**src/shared/cmo_pkg.sv**
```systemverilog
/*
 Package for the control micro-operator block: register map of the APB
 slave, opcode and field layouts, variant codes and reset values.
 Assumes 32-bit APB data with one register to an aligned word.
*/
package cmo_pkg;
    // ------------------------------------------------------------------
    // Register map (byte addresses)
    // ------------------------------------------------------------------
    localparam logic [7:0] CMO_OFS_MICRO   = 8'h00; // Micro word, write issues it
    localparam logic [7:0] CMO_OFS_CTRL    = 8'h04; // Mode and condition inputs
    localparam logic [7:0] CMO_OFS_WORK    = 8'h08; // Wide work register
    localparam logic [7:0] CMO_OFS_PORTCH  = 8'h0C; // Port/channel register
    localparam logic [7:0] CMO_OFS_MEMLOW  = 8'h10; // Memory word, bits 0..23
    localparam logic [7:0] CMO_OFS_XCHG    = 8'h14; // Interchange port/channel
    localparam logic [7:0] CMO_OFS_STATUS  = 8'h18; // Interchange status bits
    localparam logic [7:0] CMO_OFS_RESULT  = 8'h1C; // Result of last micro
    localparam logic [7:0] CMO_OFS_BUFCAP  = 8'h20; // Buffer capture register
    localparam logic [7:0] CMO_OFS_FIELD   = 8'h24; // Field address register
    localparam logic [7:0] CMO_OFS_NANOSEL = 8'h28; // Nano word slice select
    localparam logic [7:0] CMO_OFS_DIAG    = 8'h2C; // Diagnostic field decode

    // ------------------------------------------------------------------
    // Opcodes and fields
    // ------------------------------------------------------------------
    localparam logic [11:0] CMO_OP_DISPATCH = 12'h001;
    localparam logic [11:0] CMO_OP_CASSETTE = 12'h002;
    localparam logic [15:0] CMO_OP_HALT     = 16'h0001;
    localparam logic [15:0] CMO_OP_NOP      = 16'h0000;
    localparam logic [7:0]  CMO_OP_MONITOR  = 8'h09;
    localparam logic [7:0]  CMO_OP_NANOMOVE = 8'h0A;
    localparam logic [7:0]  CMO_OP_DIAGMEM  = 8'h0B;
    localparam int CMO_VAR_LSB   = 1;   // Dispatch/cassette variant bits 3..1
    localparam int CMO_FLAG_BIT  = 0;   // Skip variant / halt-skip flag
    localparam int CMO_STOP_LSB  = 3;   // Nano stopping number bits 6..3
    localparam int CMO_ABORT_BIT = 7;
    localparam int CMO_WIDE      = 24;
    localparam int CMO_PC_W      = 7;
    localparam int CMO_NANO_W    = 168;

    // Dispatch variants
    localparam logic [2:0] CMO_DV_LOCK   = 3'h0;
    localparam logic [2:0] CMO_DV_WRLO   = 3'h1;
    localparam logic [2:0] CMO_DV_READ   = 3'h2;
    localparam logic [2:0] CMO_DV_RDCLR  = 3'h3;
    localparam logic [2:0] CMO_DV_WRHI   = 3'h4;
    localparam logic [2:0] CMO_DV_ABSENT = 3'h5;

    // Status bit positions
    localparam int CMO_ST_LOCK = 0;
    localparam int CMO_ST_INT  = 1;
    localparam int CMO_ST_HIGH = 2;
    localparam int CMO_ST_MISS = 3;

    // Control register bits
    localparam int CMO_CT_DIRECT = 0;
    localparam int CMO_CT_TAPE   = 1;
    localparam int CMO_CT_XEQY   = 2;
    localparam int CMO_CT_GAP    = 3;

    localparam logic [31:0] CMO_RESET_WORD = 32'h0000_0000;
endpackage : cmo_pkg

```
**src/verilog/cmo_nano_slice.sv**
```systemverilog
/*
 Selects one 24-bit group of the nano word by a 4-bit portion code.
 Assumes the nano word is held stable by the caller while selected.
*/
`timescale 1ns/1ps
module cmo_nano_slice
    import cmo_pkg::*;
#(
    parameter int NANO_W = CMO_NANO_W
) (
    // Nano word and portion code
    input  wire logic [NANO_W-1:0] i_nano,
    input  wire logic [3:0]        i_code,
    // Selected group
    output logic      [23:0]       o_slice,
    output logic                   o_defined
);
    // Codes above six are undefined and read zero
    assign o_defined = (i_code < 4'h7);
    assign o_slice   = o_defined ? i_nano[i_code*24 +: 24] : 24'h000000;
endmodule : cmo_nano_slice

```
**src/verilog/cmo_tape_ctl.sv**
```systemverilog
/*
 Cassette motion: start at once, stop only at the next inter-record gap.
 Assumes the gap indication is a synchronous level from the drive.
*/
`timescale 1ns/1ps
module cmo_tape_ctl (
    // Clock and reset
    input  wire logic i_clk,
    input  wire logic i_arst_n,
    // Requests
    input  wire logic i_start,
    input  wire logic i_stop,
    input  wire logic i_gap,
    // Motion
    output logic      o_running
);
    logic run_r;
    logic stop_pend_r;

    // Stop waits for a gap so a record is never cut in half
    always_ff @(posedge i_clk or negedge i_arst_n) begin
        if (!i_arst_n) begin
            run_r       <= 1'b0;
            stop_pend_r <= 1'b0;
        end else if (i_start) begin
            run_r       <= 1'b1;
            stop_pend_r <= 1'b0;
        end else if ((i_stop || stop_pend_r) && run_r) begin
            run_r       <= !i_gap;
            stop_pend_r <= !i_gap;
        end
    end
    assign o_running = run_r;
endmodule : cmo_tape_ctl

```
**src/verilog/cmo_micro_ctl.sv**
```systemverilog
/*
 Control micro-operator unit: dispatch through the port interchange,
 cassette control, halt, no-op, monitor strobes, nano move and the
 diagnostic field decode, with its state reached over APB.
 Assumes one 100 MHz clock and an APB master that holds each transfer.
*/
// How it works
// - Dispatch decoded by opcode 001 and 3-bit variant.
// - Lockout sets lock; skip chosen by skip bit on lock held or not.
// - Write sets lock and interrupt, stores work and port, sets high bit on write-high only.
// - Read loads memory to work and low 7 port bits only.
// - Read-clear also clears lock, both interrupts and absent bit.
// - Port-absent drives the absent level to the requester.
// - Direct connect: lockout skips, write low absent, read-clear present.
// - Direct connect keeps work and port; lock, interrupt and high bits held clear.
// - Cassette variant decode: start, stop, compare stops, reserved.
// - Flag picks halt or skip; tape mode halts on any stop.
// - Tape stops at the next inter-record gap.
// - Run-mode halt fetches next micro before stopping.
// - Tape-mode halt stops without fetching, clears micro register.
// - All-zero opcode is a no-operation.
// - Monitor strobes opcode and two low bits, gated with clock.
// - Nano move takes one clock and changes only nano select and its arm flag.
// - Next micro freezes at stopping step; slice goes to buffer.
// - Abort bit raises suppress at the freeze; buffer replaced.
// - Step 1 stop suppresses execution; later steps complete first.
// - Portion code 0..6 selects 24-bit groups; others undefined.
// - Diagnostic micro fields: register, sign, target, direction.
`timescale 1ns/1ps
module cmo_micro_ctl
    import cmo_pkg::*;
#(
    parameter int NANO_W = CMO_NANO_W
) (
    // Clock and reset
    input  wire logic              I_CLK,
    input  wire logic              I_ARST_N,
    // APB slave
    input  wire logic              I_PSEL,
    input  wire logic              I_PENABLE,
    input  wire logic              I_PWRITE,
    input  wire logic [7:0]        I_PADDR,
    input  wire logic [31:0]       I_PWDATA,
    output logic      [31:0]       O_PRDATA,
    output logic                   O_PREADY,
    output logic                   O_PSLVERR,
    // Sequencer and nano word
    input  wire logic [3:0]        I_SEQ_STEP,
    input  wire logic [3:0]        I_SEQ_COUNT,
    input  wire logic [NANO_W-1:0] I_NANO_WORD,
    // Backplane and processor outputs
    output logic                   O_PORT_ABSENT,
    output logic                   O_SKIP,
    output logic                   O_HALT,
    output logic                   O_FETCH_NEXT,
    output logic                   O_FREEZE,
    output logic                   O_SUPPRESS,
    output logic                   O_MON_OP,
    output logic      [3:0]        O_MON_BITS,
    output logic                   O_TAPE_RUN
);
    // ------------------------------------------------------------------
    // Registers
    // ------------------------------------------------------------------
    logic [15:0] micro_r;
    logic [3:0]  ctrl_r;
    logic [23:0] work_r, portch_r, memlow_r, field_r, bufcap_r;
    logic [6:0]  xchg_r;
    logic [3:0]  status_r;
    logic [2:0]  result_r;   // {halt, skip, absent level}
    logic        nano_arm_r;
    logic        nano_wait_r;
    logic [7:0]  nano_cfg_r;
    logic        freeze_r;
    logic        halt_r;
    logic        skip_r;
    logic        issue_r;

    // ------------------------------------------------------------------
    // APB decode
    // ------------------------------------------------------------------
    wire apb_acc = I_PSEL && I_PENABLE;
    wire apb_wr  = apb_acc && I_PWRITE;
    wire known   = (I_PADDR[1:0] == 2'h0) && (I_PADDR <= CMO_OFS_DIAG);
    assign O_PREADY  = 1'b1;
    assign O_PSLVERR = apb_acc && !known;
    wire wr_micro  = apb_wr && (I_PADDR == CMO_OFS_MICRO);
    wire wr_ctrl   = apb_wr && (I_PADDR == CMO_OFS_CTRL);
    wire wr_work   = apb_wr && (I_PADDR == CMO_OFS_WORK);
    wire wr_portch = apb_wr && (I_PADDR == CMO_OFS_PORTCH);
    wire wr_memlow = apb_wr && (I_PADDR == CMO_OFS_MEMLOW);
    wire wr_field  = apb_wr && (I_PADDR == CMO_OFS_FIELD);

    // ------------------------------------------------------------------
    // Micro decode
    // ------------------------------------------------------------------
    wire [2:0] var3    = micro_r[CMO_VAR_LSB +: 3];
    wire       flag    = micro_r[CMO_FLAG_BIT];
    wire       direct  = ctrl_r[CMO_CT_DIRECT];
    wire       tape    = ctrl_r[CMO_CT_TAPE];
    wire       is_disp = issue_r && (micro_r[15:4] == CMO_OP_DISPATCH);
    wire       is_cass = issue_r && (micro_r[15:4] == CMO_OP_CASSETTE);
    wire       is_halt = issue_r && (micro_r == CMO_OP_HALT);
    wire       is_nop  = issue_r && (micro_r == CMO_OP_NOP);
    wire       is_mon  = issue_r && (micro_r[15:8] == CMO_OP_MONITOR);
    wire       is_nano = issue_r && (micro_r[15:8] == CMO_OP_NANOMOVE);
    wire       is_diag = micro_r[15:8] == CMO_OP_DIAGMEM;

    // Dispatch strobes
    wire lock_skip_strobe  = is_disp && (var3 == CMO_DV_LOCK);
    wire write_low_strobe  = is_disp && (var3 == CMO_DV_WRLO);
    wire write_high_strobe = is_disp && (var3 == CMO_DV_WRHI);
    wire read_strobe       = is_disp && (var3 == CMO_DV_READ);
    wire read_clear_strobe = is_disp && (var3 == CMO_DV_RDCLR);
    wire absent_strobe     = is_disp && (var3 == CMO_DV_ABSENT);
    wire any_write         = write_low_strobe || write_high_strobe;
    wire any_read          = read_strobe || read_clear_strobe;
    // Variants 6 and 7 fall through every strobe above untouched

    // Lockout skip: skip bit 0 skips when already held, 1 when won
    wire lock_held   = status_r[CMO_ST_LOCK];
    wire lock_skip   = direct ? 1'b1 : (flag ? !lock_held : lock_held);

    // Cassette decode
    wire x_eq_y      = ctrl_r[CMO_CT_XEQY];
    wire fa_eq_br    = (field_r == bufcap_r);
    wire cass_start  = is_cass && (var3 == 3'h0);
    wire cass_cond   = is_cass && var3[1] && (var3 != 3'h4);
    wire cond_hit    = var3[0] ? (var3[2] ? fa_eq_br : !fa_eq_br)
                               : (var3[2] ? x_eq_y : !x_eq_y);
    wire cass_stop   = is_cass && ((var3 == 3'h1) || (cass_cond && cond_hit));
    wire cass_skip   = cass_stop && cass_cond && flag && !tape;
    wire cass_halt   = cass_stop && (tape || !(cass_cond && flag));

    // Diagnostic decode, exposed read-only
    function automatic logic [4:0] diag_fields(input logic [7:0] f);
        diag_fields = {f[7:6], f[5], f[3], f[2]};
    endfunction : diag_fields
    wire [4:0] diag_dec = is_diag ? diag_fields(micro_r[7:0]) : 5'h00;

    // Nano portion selection
    logic [23:0] nano_slice;
    logic        nano_def;
    cmo_nano_slice #(.NANO_W(NANO_W)) u_slice (
        .i_nano    (I_NANO_WORD),
        .i_code    ({1'b0, nano_cfg_r[2:0]}),
        .o_slice   (nano_slice),
        .o_defined (nano_def)
    );
    wire [3:0] stop_num = nano_cfg_r[CMO_STOP_LSB +: 4];
    wire nano_hit = nano_wait_r && (I_SEQ_STEP == stop_num);

    // ------------------------------------------------------------------
    // Issue and micro register
    // ------------------------------------------------------------------
    always_ff @(posedge I_CLK or negedge I_ARST_N) begin
        if (!I_ARST_N) begin
            micro_r <= CMO_RESET_WORD[15:0];
            issue_r <= 1'b0;
        end else begin
            issue_r <= wr_micro;
            if (wr_micro)
                micro_r <= I_PWDATA[15:0];
            else if (is_halt && tape)
                micro_r <= CMO_OP_NOP;
        end
    end

    // Control register
    always_ff @(posedge I_CLK or negedge I_ARST_N) begin
        if (!I_ARST_N)
            ctrl_r <= CMO_RESET_WORD[3:0];
        else if (wr_ctrl)
            ctrl_r <= I_PWDATA[3:0];
    end

    // ------------------------------------------------------------------
    // Work and port/channel registers
    // ------------------------------------------------------------------
    always_ff @(posedge I_CLK or negedge I_ARST_N) begin
        if (!I_ARST_N) begin
            work_r   <= CMO_RESET_WORD[23:0];
            portch_r <= CMO_RESET_WORD[23:0];
            memlow_r <= CMO_RESET_WORD[23:0];
            field_r  <= CMO_RESET_WORD[23:0];
        end else begin
            if (wr_work)
                work_r <= I_PWDATA[23:0];
            else if (any_read && !direct)
                work_r <= memlow_r;
            if (wr_portch)
                portch_r <= I_PWDATA[23:0];
            else if (any_read && !direct)
                portch_r <= {portch_r[23:7], xchg_r};
            if (wr_memlow)
                memlow_r <= I_PWDATA[23:0];
            else if (any_write && !direct)
                memlow_r <= work_r;
            if (wr_field)
                field_r <= I_PWDATA[23:0];
        end
    end

    // ------------------------------------------------------------------
    // Interchange state
    // ------------------------------------------------------------------
    always_ff @(posedge I_CLK or negedge I_ARST_N) begin
        if (!I_ARST_N) begin
            xchg_r   <= CMO_RESET_WORD[6:0];
            status_r <= CMO_RESET_WORD[3:0];
        end else if (direct) begin
            status_r[2:0] <= 3'h0;
            if (write_low_strobe)
                status_r[CMO_ST_MISS] <= 1'b1;
            else if (read_clear_strobe)
                status_r[CMO_ST_MISS] <= 1'b0;
        end else if (any_write) begin
            status_r[CMO_ST_LOCK] <= 1'b1;
            status_r[CMO_ST_INT]  <= 1'b1;
            status_r[CMO_ST_HIGH] <= write_high_strobe;
            xchg_r                <= portch_r[6:0];
        end else if (lock_skip_strobe) begin
            status_r[CMO_ST_LOCK] <= 1'b1;
        end else if (read_clear_strobe) begin
            status_r <= 4'h0;
        end else if (absent_strobe) begin
            status_r[CMO_ST_MISS] <= 1'b1;
        end
    end

    // ------------------------------------------------------------------
    // Skip, halt and result
    // ------------------------------------------------------------------
    always_ff @(posedge I_CLK or negedge I_ARST_N) begin
        if (!I_ARST_N) begin
            skip_r <= 1'b0;
            halt_r <= 1'b0;
        end else begin
            skip_r <= (lock_skip_strobe && lock_skip) || cass_skip;
            if (is_halt || cass_halt)
                halt_r <= 1'b1;
            else if (wr_micro)
                halt_r <= 1'b0;
        end
    end
    assign result_r = {halt_r, skip_r, status_r[CMO_ST_MISS]};

    // ------------------------------------------------------------------
    // Nano move: arm, freeze, capture
    // ------------------------------------------------------------------
    always_ff @(posedge I_CLK or negedge I_ARST_N) begin
        if (!I_ARST_N) begin
            nano_arm_r  <= 1'b0;
            nano_wait_r <= 1'b0;
            nano_cfg_r <= CMO_RESET_WORD[7:0];
            freeze_r   <= 1'b0;
            bufcap_r   <= CMO_RESET_WORD[23:0];
        end else begin
            if (is_nano) begin
                nano_arm_r <= 1'b1;
                nano_cfg_r <= micro_r[7:0];
            end else if (issue_r && nano_arm_r) begin
                nano_arm_r  <= 1'b0;
                nano_wait_r <= 1'b1;
            end else if (nano_hit) begin
                nano_wait_r <= 1'b0;
            end
            freeze_r <= nano_hit;
            if (nano_hit)
                bufcap_r <= nano_def ? nano_slice : 24'h000000;
        end
    end

    // ------------------------------------------------------------------
    // Cassette motion
    // ------------------------------------------------------------------
    cmo_tape_ctl u_tape (
        .i_clk     (I_CLK),
        .i_arst_n  (I_ARST_N),
        .i_start   (cass_start),
        .i_stop    (cass_stop),
        .i_gap     (ctrl_r[CMO_CT_GAP]),
        .o_running (O_TAPE_RUN)
    );

    // ------------------------------------------------------------------
    // Outputs
    // ------------------------------------------------------------------
    assign O_PORT_ABSENT = status_r[CMO_ST_MISS];
    assign O_SKIP        = skip_r;
    assign O_HALT        = halt_r;
    assign O_FETCH_NEXT  = halt_r && !tape;
    assign O_FREEZE      = freeze_r;
    // Abort raises suppress at the freeze; a step-1 stop skips the micro body
    assign O_SUPPRESS    = freeze_r && (nano_cfg_r[CMO_ABORT_BIT]
                                        || stop_num == 4'h1);
    // Strobes gated with the clock as the backplane expects
    assign O_MON_OP      = is_mon && I_CLK;
    genvar g;
    generate
        for (g = 0; g < 4; g++) begin : g_mon
            assign O_MON_BITS[g] = is_mon && I_CLK && (micro_r[1:0] == 2'(g));
        end
    endgenerate

    // Read data mux
    always_comb begin
        O_PRDATA = 32'h0000_0000;
        if (apb_acc && !I_PWRITE) begin
            case (I_PADDR)
                CMO_OFS_MICRO:   O_PRDATA = {16'h0000, micro_r};
                CMO_OFS_CTRL:    O_PRDATA = {28'h0000000, ctrl_r};
                CMO_OFS_WORK:    O_PRDATA = {8'h00, work_r};
                CMO_OFS_PORTCH:  O_PRDATA = {8'h00, portch_r};
                CMO_OFS_MEMLOW:  O_PRDATA = {8'h00, memlow_r};
                CMO_OFS_XCHG:    O_PRDATA = {25'h0000000, xchg_r};
                CMO_OFS_STATUS:  O_PRDATA = {28'h0000000, status_r};
                CMO_OFS_RESULT:  O_PRDATA = {29'h00000000, result_r};
                CMO_OFS_BUFCAP:  O_PRDATA = {8'h00, bufcap_r};
                CMO_OFS_FIELD:   O_PRDATA = {8'h00, field_r};
                CMO_OFS_NANOSEL: O_PRDATA = {24'h000000, nano_cfg_r};
                CMO_OFS_DIAG:    O_PRDATA = {27'h0000000, diag_dec};
                default:         O_PRDATA = 32'h0000_0000;
            endcase
        end
    end

    // ------------------------------------------------------------------
    // Checks
    // ------------------------------------------------------------------
    a_lock_sets: assert property (@(posedge I_CLK) disable iff (!I_ARST_N)
        lock_skip_strobe && !direct |=> status_r[CMO_ST_LOCK])
        else $error("lockout did not set lock");
    a_write_int: assert property (@(posedge I_CLK) disable iff (!I_ARST_N)
        any_write && !direct |=> status_r[1:0] == 2'h3 &&
        status_r[CMO_ST_HIGH] == $past(write_high_strobe))
        else $error("dispatch write flags wrong");
    a_read_low: assert property (@(posedge I_CLK) disable iff (!I_ARST_N)
        any_read && !direct && !wr_portch |=>
        portch_r[23:7] == $past(portch_r[23:7]))
        else $error("upper port bits changed");
    a_rdclr_zero: assert property (@(posedge I_CLK) disable iff (!I_ARST_N)
        read_clear_strobe && !direct |=> status_r == 4'h0)
        else $error("read clear left flags");
    a_absent_lvl: assert property (@(posedge I_CLK) disable iff (!I_ARST_N)
        absent_strobe && !direct |=> O_PORT_ABSENT)
        else $error("absent level not driven");
    a_direct_skip: assert property (@(posedge I_CLK) disable iff (!I_ARST_N)
        lock_skip_strobe && direct |=> O_SKIP)
        else $error("direct lockout did not skip");
    a_direct_keep: assert property (@(posedge I_CLK) disable iff (!I_ARST_N)
        direct && is_disp && !wr_work |=> $stable(work_r) && status_r[2:0] == 3'h0)
        else $error("direct dispatch changed work");
    a_undef_var: assert property (@(posedge I_CLK) disable iff (!I_ARST_N)
        is_disp && var3[2:1] == 2'h3 && !direct |=> $stable(status_r))
        else $error("undefined dispatch changed state");
    a_tape_halt: assert property (@(posedge I_CLK) disable iff (!I_ARST_N)
        cass_stop && tape |=> O_HALT ##0 !O_SKIP)
        else $error("tape mode stop did not halt");
endmodule : cmo_micro_ctl

```
**config.mk**
```make
export PLATFORM = sky130hd
export DESIGN_NAME = cmo_micro_ctl
export DESIGN_NICKNAME = d
export VERILOG_FILES = /design/src/shared/cmo_pkg.sv /design/src/verilog/cmo_nano_slice.sv /design/src/verilog/cmo_tape_ctl.sv /design/src/verilog/cmo_micro_ctl.sv
export SDC_FILE = /design/constraint.sdc
export NUM_CORES = 1
export LEC_CHECK = 0
export ABC_AREA = 1
export BUFFER_PORTS_ARGS = -buffer_cell sky130_fd_sc_hd__buf_2
export CAP_MARGIN = 30
export CELL_PAD_IN_SITES_DETAIL_PLACEMENT = 0
export CELL_PAD_IN_SITES_GLOBAL_PLACEMENT = 1
export CORE_MARGIN = 5
export CORE_UTILIZATION = 30
export CTS_CLUSTER_DIAMETER = 120
export DETAILED_ROUTE_END_ITERATION = 10
export PLACE_DENSITY = 0.73
export SYNTH_ARGS = -nofsm -noshare
export SYNTH_HDL_FRONTEND = slang
export SYNTH_SLANG_ARGS = --single-unit
export TNS_END_PERCENT = 1
```
**constraint.sdc**
```tcl
create_clock -name I_CLK -period 2 [get_ports I_CLK]
set_input_delay 0.1 -clock I_CLK [delete_from_list [all_inputs] [get_ports I_CLK]]
set_output_delay 0.1 -clock I_CLK [all_outputs]
set_load 0.02 [all_outputs]
```
==> run summary, run 1 <==
Final Max Slew Viols: 0
Lkg Pwr: 6.88 nW
Max-cap violations: 0
Starting Density: 0.302
EDFF count, synth: 0
M1 WL: 18900 µm
Startpoint Class: flop
via/cell ratio: 4.99
status: complete, but fails checks
drc violations: 0
Finish-stage setup viols: 40
DR pass1 iterations: 6
Total GRT Usage: 0.221
CTS tree: yes
die area: 38400 µm²
area delta synth->final: 37.6%
R2R depth: 12
Slowest cell on crit path: nor4_4
Post-Route Setup TNS: -7.01 ns
clk_lat worst skew: 0.56 ns
RSZ-0062 raised after global routing: yes
CP cell instances: inv_2, buf_6, nand4_1, nor4_4, clkbuf_16, nand2_8, clkbuf_16, nor2_4, buf_6
yosys warns: 0
critical path fanouts, max: 2
Critical Path RT: 1.90 ns
CP Capture Type: output port
Overflow after GRT: 0
failing checks: negative setup slack
number of antenna violations at the first check in global routing: 0
height of the chip: 196 µm
drt wl/cell: 19.0 µm
fraction of layout cells with a size suffix above 1: 0.259
Syn Area/Cell: 7.02 µm²
commonest cells after routing, fill and taps aside: nand2_1 (360), buf_2 (239), o21ai_0 (219)
clock-pin slew on the worst setup and hold paths: 0.07 ns
worst hold margin: 0.00174 ns
Crit path largest cell delay: 0.42 ns
PortBufs: 245
Mapped Cells: 1479
DP HPWL: 33300 µm
post-route clock period utilization: 1.29
I/O pins: 267
VDD IR-drop max: 0.563 mV
max layer used: met4
met2 wire len: 20700 µm
Met3 Wirelength: 3040 µm
Post-synth ARST share: 1.00
drt total wl: 43500 µm
diode count: 0
Final Skew: 0.0142 ns
most common cell after layout, fill and taps aside: nand2_1
core box area: 34400 µm²
Layout Nets: 2042
Seq/Total Area, Yosys: 0.403
RePlAce Congestion: 0.977
final antenna-violating net count: 0
Detailed Route Iter0 Violations: 908
CP Class: reg -> out
Die X-Extent: 196 µm
final worst setup slack: -0.573 ns
Pwr Density: 620 nW/µm²
WHS Path Cells: 5
Final min period: 2.57 ns
main flop type after synthesis: dfrtp_1
total number of vias: 11424
Yosys reg bits: 167
vias in the first global route: 11143
Post-DP Area: 12800 µm²
Finished Cell Area: 14300 µm²
Fmax achieved: 0.389 GHz
Worst EP arrival: 2.47 ns
largest net degree at the start of global routing: 50
global-route wire length before repair: 65900 µm
Yosys cell types: 47
Post-Syn Area: 10400 µm²
Rows: 68
min-delay worst type: in -> reg
final number of hold-violating endpoints: 0
[per-layer routing]
layer | GRT usage | up-vias
li1 | - | 5538
met1 | 0.293 | 5421
met2 | 0.367 | 415
met3 | 0.0428 | 50
met4 | 0.0693 | 0
met5 | 0 | -
[power breakdown]
part | total, mW | switching [mW] | internal, mW
logic | 1.22 | 0.729 | 0.492
clock network | 3.93 | 1.70 | 2.23
registers | 3.70 | 0.140 | 3.56
total | 8.85 | 2.57 | 6.28
[Yosys cell counts, types with 5 or more instances]
master / number / area, µm²
a21oi_1: 31 / 155
a21oi_2: 20 / 175
a221oi_1: 30 / 263
a31oi_1: 10 / 62.6
a32oi_1: 7 / 61.3
buf_2: 14 / 70.1
buf_4: 16 / 120
clkbuf_1: 48 / 180
clkinv_1: 5 / 18.8
dfrtp_1: 167 / 4180
inv_1: 195 / 732
inv_2: 11 / 41.3
nand2_1: 363 / 1360
nand2_2: 7 / 43.8
nand3_1: 32 / 160
nand4_1: 15 / 93.8
nor2_1: 151 / 567
nor3_1: 5 / 25.0
o211ai_1: 23 / 173
o21ai_0: 220 / 1100
o21ai_1: 19 / 95.1
o22ai_1: 42 / 263
xnor2_1: 5 / 43.8
[registers in the layout, summed over array words and instances (netlist names)]
register / flops
portch_r: 24
nano_arm_r: 1
nano_wait_r: 1
work_r: 24
O_FREEZE: 1
nano_cfg_r: 8
issue_r: 1
memlow_r: 24
u_tape.stop_pend_r: 1
xchg_r: 7
bufcap_r: 24
status_r: 4
micro_r: 16
u_tape.o_running: 1
ctrl_r: 4
field_r: 24
O_SKIP: 1
O_HALT: 1
[through the flow]
stage	total power, mW	cells	setup slack, ns	utilization
2_1_floorplan	4.28	1486	0.0864	-
5_1_grt	9.23	2290	-0.666	0.415
6_report	8.85	2290	-0.573	0.415
3_5_place_dp	4.91	2202	-0.139	0.371
3_3_place_gp	4.90	2202	-0.149	0.371
4_1_cts	8.95	2290	-0.707	0.414
[final cells by class]
type	instances	area (µm²)
inverters	212	802
repair buffers	386	2630
clock buffers	34	768
multi-input cells	1020	5140
well taps	455	569
flip-flops and latches	167	4180
fillers	3571	20100
clock inverters	16	180
[what timing repair did]
item / in CTS / in global routing
hold buffers: 42 / 0
setup buffers: 2 / 0
setup endpoints to repair: 43 / 101
pin swaps: 5 / 3
hold endpoints to repair: 208 / 0
resized for setup: 37 / 18
[critical path: cells and delay by family (launching register included)]
family,cells,cell delay [ns]
buf+inv,5,0.66
flops,1,0.39
simple gates,4,0.87
[kinds of logic (layout without fill, tap and decap cells)]
kind of cell    count (synthesis)  count (layout)  synth area share
compound gates                418             418             0.239
other cells                     2               9          0.000724
buf+inv                       299             648             0.121
simple gates                  587             587             0.231
xor+xnor                        6               6           0.00506
flops                         167             167             0.403
[worst paths after layout]
kind	slack [ns]	start	endpoint
max in group asynchronous	1.19	I_ARST_N	memlow_r[7]$_DFFE_PN0P_
max	-0.57	micro_r[10]$_DFFE_PN0P_	O_MON_BITS[1]
max reg2reg	-0.10	micro_r[14]$_DFFE_PN0P_	work_r[21]$_DFFE_PN0P_
min in group asynchronous	0.06	I_ARST_N	O_SKIP$_DFF_PN0_
min	0.002	I_NANO_WORD[50]	bufcap_r[2]$_DFFE_PN0P_
min reg2reg	0.48	status_r[1]$_DFFE_PN0P_	status_r[1]$_DFFE_PN0P_
(Power assumes the default switching activity.)
==> inputs of run 2 (changes only) <==
--- a/config.mk
+++ b/config.mk
@@ -15,6 +15,8 @@
 export CTS_CLUSTER_DIAMETER = 120
 export DETAILED_ROUTE_END_ITERATION = 10
 export PLACE_DENSITY = 0.73
+export REMOVE_ABC_BUFFERS = 1
+export SETUP_SLACK_MARGIN = 0.15
 export SYNTH_ARGS = -nofsm -noshare
 export SYNTH_HDL_FRONTEND = slang
 export SYNTH_SLANG_ARGS = --single-unit
==> run 2 against run 1 <==
  * The run ends with negative hold slack, negative setup slack left
  * Sequential share of layout area is 0.92 points lower
  * Final cell count is 0.48% higher
  * Count of clock-buffer cells in the layout is 2 higher
  * Design area is 3.2% higher
  * Worst setup slack better by 0.0036 ns
  * Sequential cell count stayed put
  * Utilization is 1.3 points higher
  * Via count is 0.75% higher
  * Clock power is 2% lower
==> run summary, run 2 (same netlist as run 1, synthesis figures left out) <==
diode count: 0
worst hold margin: -0.00287 ns
Pwr Density: 595 nW/µm²
Overflow after GRT: 0
post-route clock period utilization: 1.28
HP Start: I_NANO_WORD[143]
Die X-Extent: 196 µm
Starting Density: 0.302
via/cell ratio: 5.00
Rows: 68
Max-cap violations: 0
DP HPWL: 32200 µm
GRT busiest layer: met2
critical path fanouts, max: 4
drt wl/cell: 18.8 µm
Total GRT Usage: 0.224
final worst setup slack: -0.569 ns
die area: 38400 µm²
Final Total Pwr: 8.78 mW
Fmax achieved: 0.389 GHz
Final min period: 2.57 ns
status: complete, but fails checks
Detailed Route Iter0 Violations: 1061
clk_lat worst skew: 0.55 ns
Layout Nets: 2053
VDD IR-drop max: 0.600 mV
CP Capture Type: output port
RSZ-0062 raised after global routing: yes
Hold Crit Endpoint: bufcap_r[23]$_DFFE_PN0P_
Inst Count DP: 2201
total number of vias: 11510
Critical Path Source: micro_r[10]$_DFFE_PN0P_
fraction of layout cells with a size suffix above 1: 0.289
Final Max Slew Viols: 0
Startpoint Class: flop
WHS Path Cells: 5
PortBufs: 245
final cell count without fillers: 2301
commonest cells after routing, fill and taps aside: nand2_1 (359), buf_2 (224), o21ai_0 (217)
Critical Path RT: 1.90 ns
CTS tree: yes
final antenna-violating net count: 0
global-route wire length before repair: 66500 µm
height of the chip: 196 µm
core box area: 34400 µm²
most common cell after layout, fill and taps aside: nand2_1
Lkg Pwr: 7.00 nW
CP Class: reg -> out
R2R depth: 13
largest net degree at the start of global routing: 49
drc violations: 0
Worst EP arrival: 2.47 ns
final number of hold-violating endpoints: 1
clock-pin slew on the worst setup and hold paths: 0.08 ns
GR met2 Demand/Resource: 0.366
failing checks: negative hold slack, negative setup slack
area delta synth->final: 42.0%
number of antenna violations at the first check in global routing: 1
FILL cells: 3639
Reg2Reg Capture Point: work_r[11]$_DFFE_PN0P_
DR pass1 iterations: 6
met1 usage: 0.295
Final Skew: 0.0127 ns
vias in the first global route: 11385
R2R Setup Slk: -0.10 ns
min-delay worst type: in -> reg
reg-to-reg startpoint: micro_r[10]$_DFFE_PN0P_
Finish-stage setup viols: 40
met3 Track Usage GR: 0.0496
RePlAce Congestion: 0.916
drt total wl: 43300 µm
I/O pins: 267
## run 2: cell count changes in the layout (fill, tap and decap cells not counted), moves of 10 or more
cell / change
buf_2: -15
buf_4: +13
nor2_1: -17
nor2_4: +11
o22ai_1: -10
o22ai_2: +10
## run 2: how the worst max path moves through the flow
stage                                     to  slack [ns]  depth (start not counted)
floorplan           bufcap_r[20]$_DFFE_PN0P_       -1.33                          5
global placement    memlow_r[11]$_DFFE_PN0P_       -0.06                          9
detailed placement  memlow_r[18]$_DFFE_PN0P_       -0.07                          9
CTS                            O_MON_BITS[2]       -0.60                         11
global route                   O_MON_BITS[2]       -0.68                         11
finish                         O_MON_BITS[1]       -0.57                         11
## run 2: cell type report
type	instances	area, µm²	share of cell area
clock buffer	36	811	0.0550
clock inverter	16	179	0.0121
inverter	212	806	0.0547
timing repair buffer	395	2760	0.188
tap	455	569	0.0386
sequential	167	4180	0.284
multi-input combinational	1020	5430	0.368
## run 2: timing repair
| action | 4_1_cts | 5_1_grt |
|---|---|---|
| endpoints found under the setup margin | 102 | 138 |
| pin swaps | 19 | 24 |
| gates resized for setup | 80 | 66 |
| hold buffers | 50 | 0 |
| hold endpoints to repair | 214 | 0 |
| setup buffers | 3 | 1 |
## run 2: power breakdown
group	switching [mW]	internal, mW
Sequential	0.115	3.56
Combinational	0.730	0.499
Clock	1.73	2.14
## run 2: critical path: stages (launching register included)
cell and delay [ns]:
dfrtp_1 0.40, inv_2 0.08, buf_6 0.10, nand4_1 0.24
nor4_4 0.26, clkbuf_16 0.18, clkbuf_16 0.13, nand2_4 0.04
clkbuf_16 0.15, clkbuf_16 0.13, nor2_2 0.07, buf_4 0.14
## run 2: layer usage
metal / part of all wire / routed length (µm)
met1: 0.43 / 18600
met2: 0.48 / 21000
met3: 0.064 / 2760
met4: 0.023 / 995
met5: 0.00030 / 13
## run 2: stage by stage
stage,instance area [µm²],utilization,worst slack (ns),TNS [ns]
CTS,14500,0.421,-0.604,-4.85
global route,14700,0.429,-0.679,-9.33
finish,14700,0.429,-0.569,-5.22
detailed placement,12700,0.371,-0.0676,-1.25
global placement,12700,0.371,-0.0599,-0.939
floorplan,9940,-,-1.33,-73.34
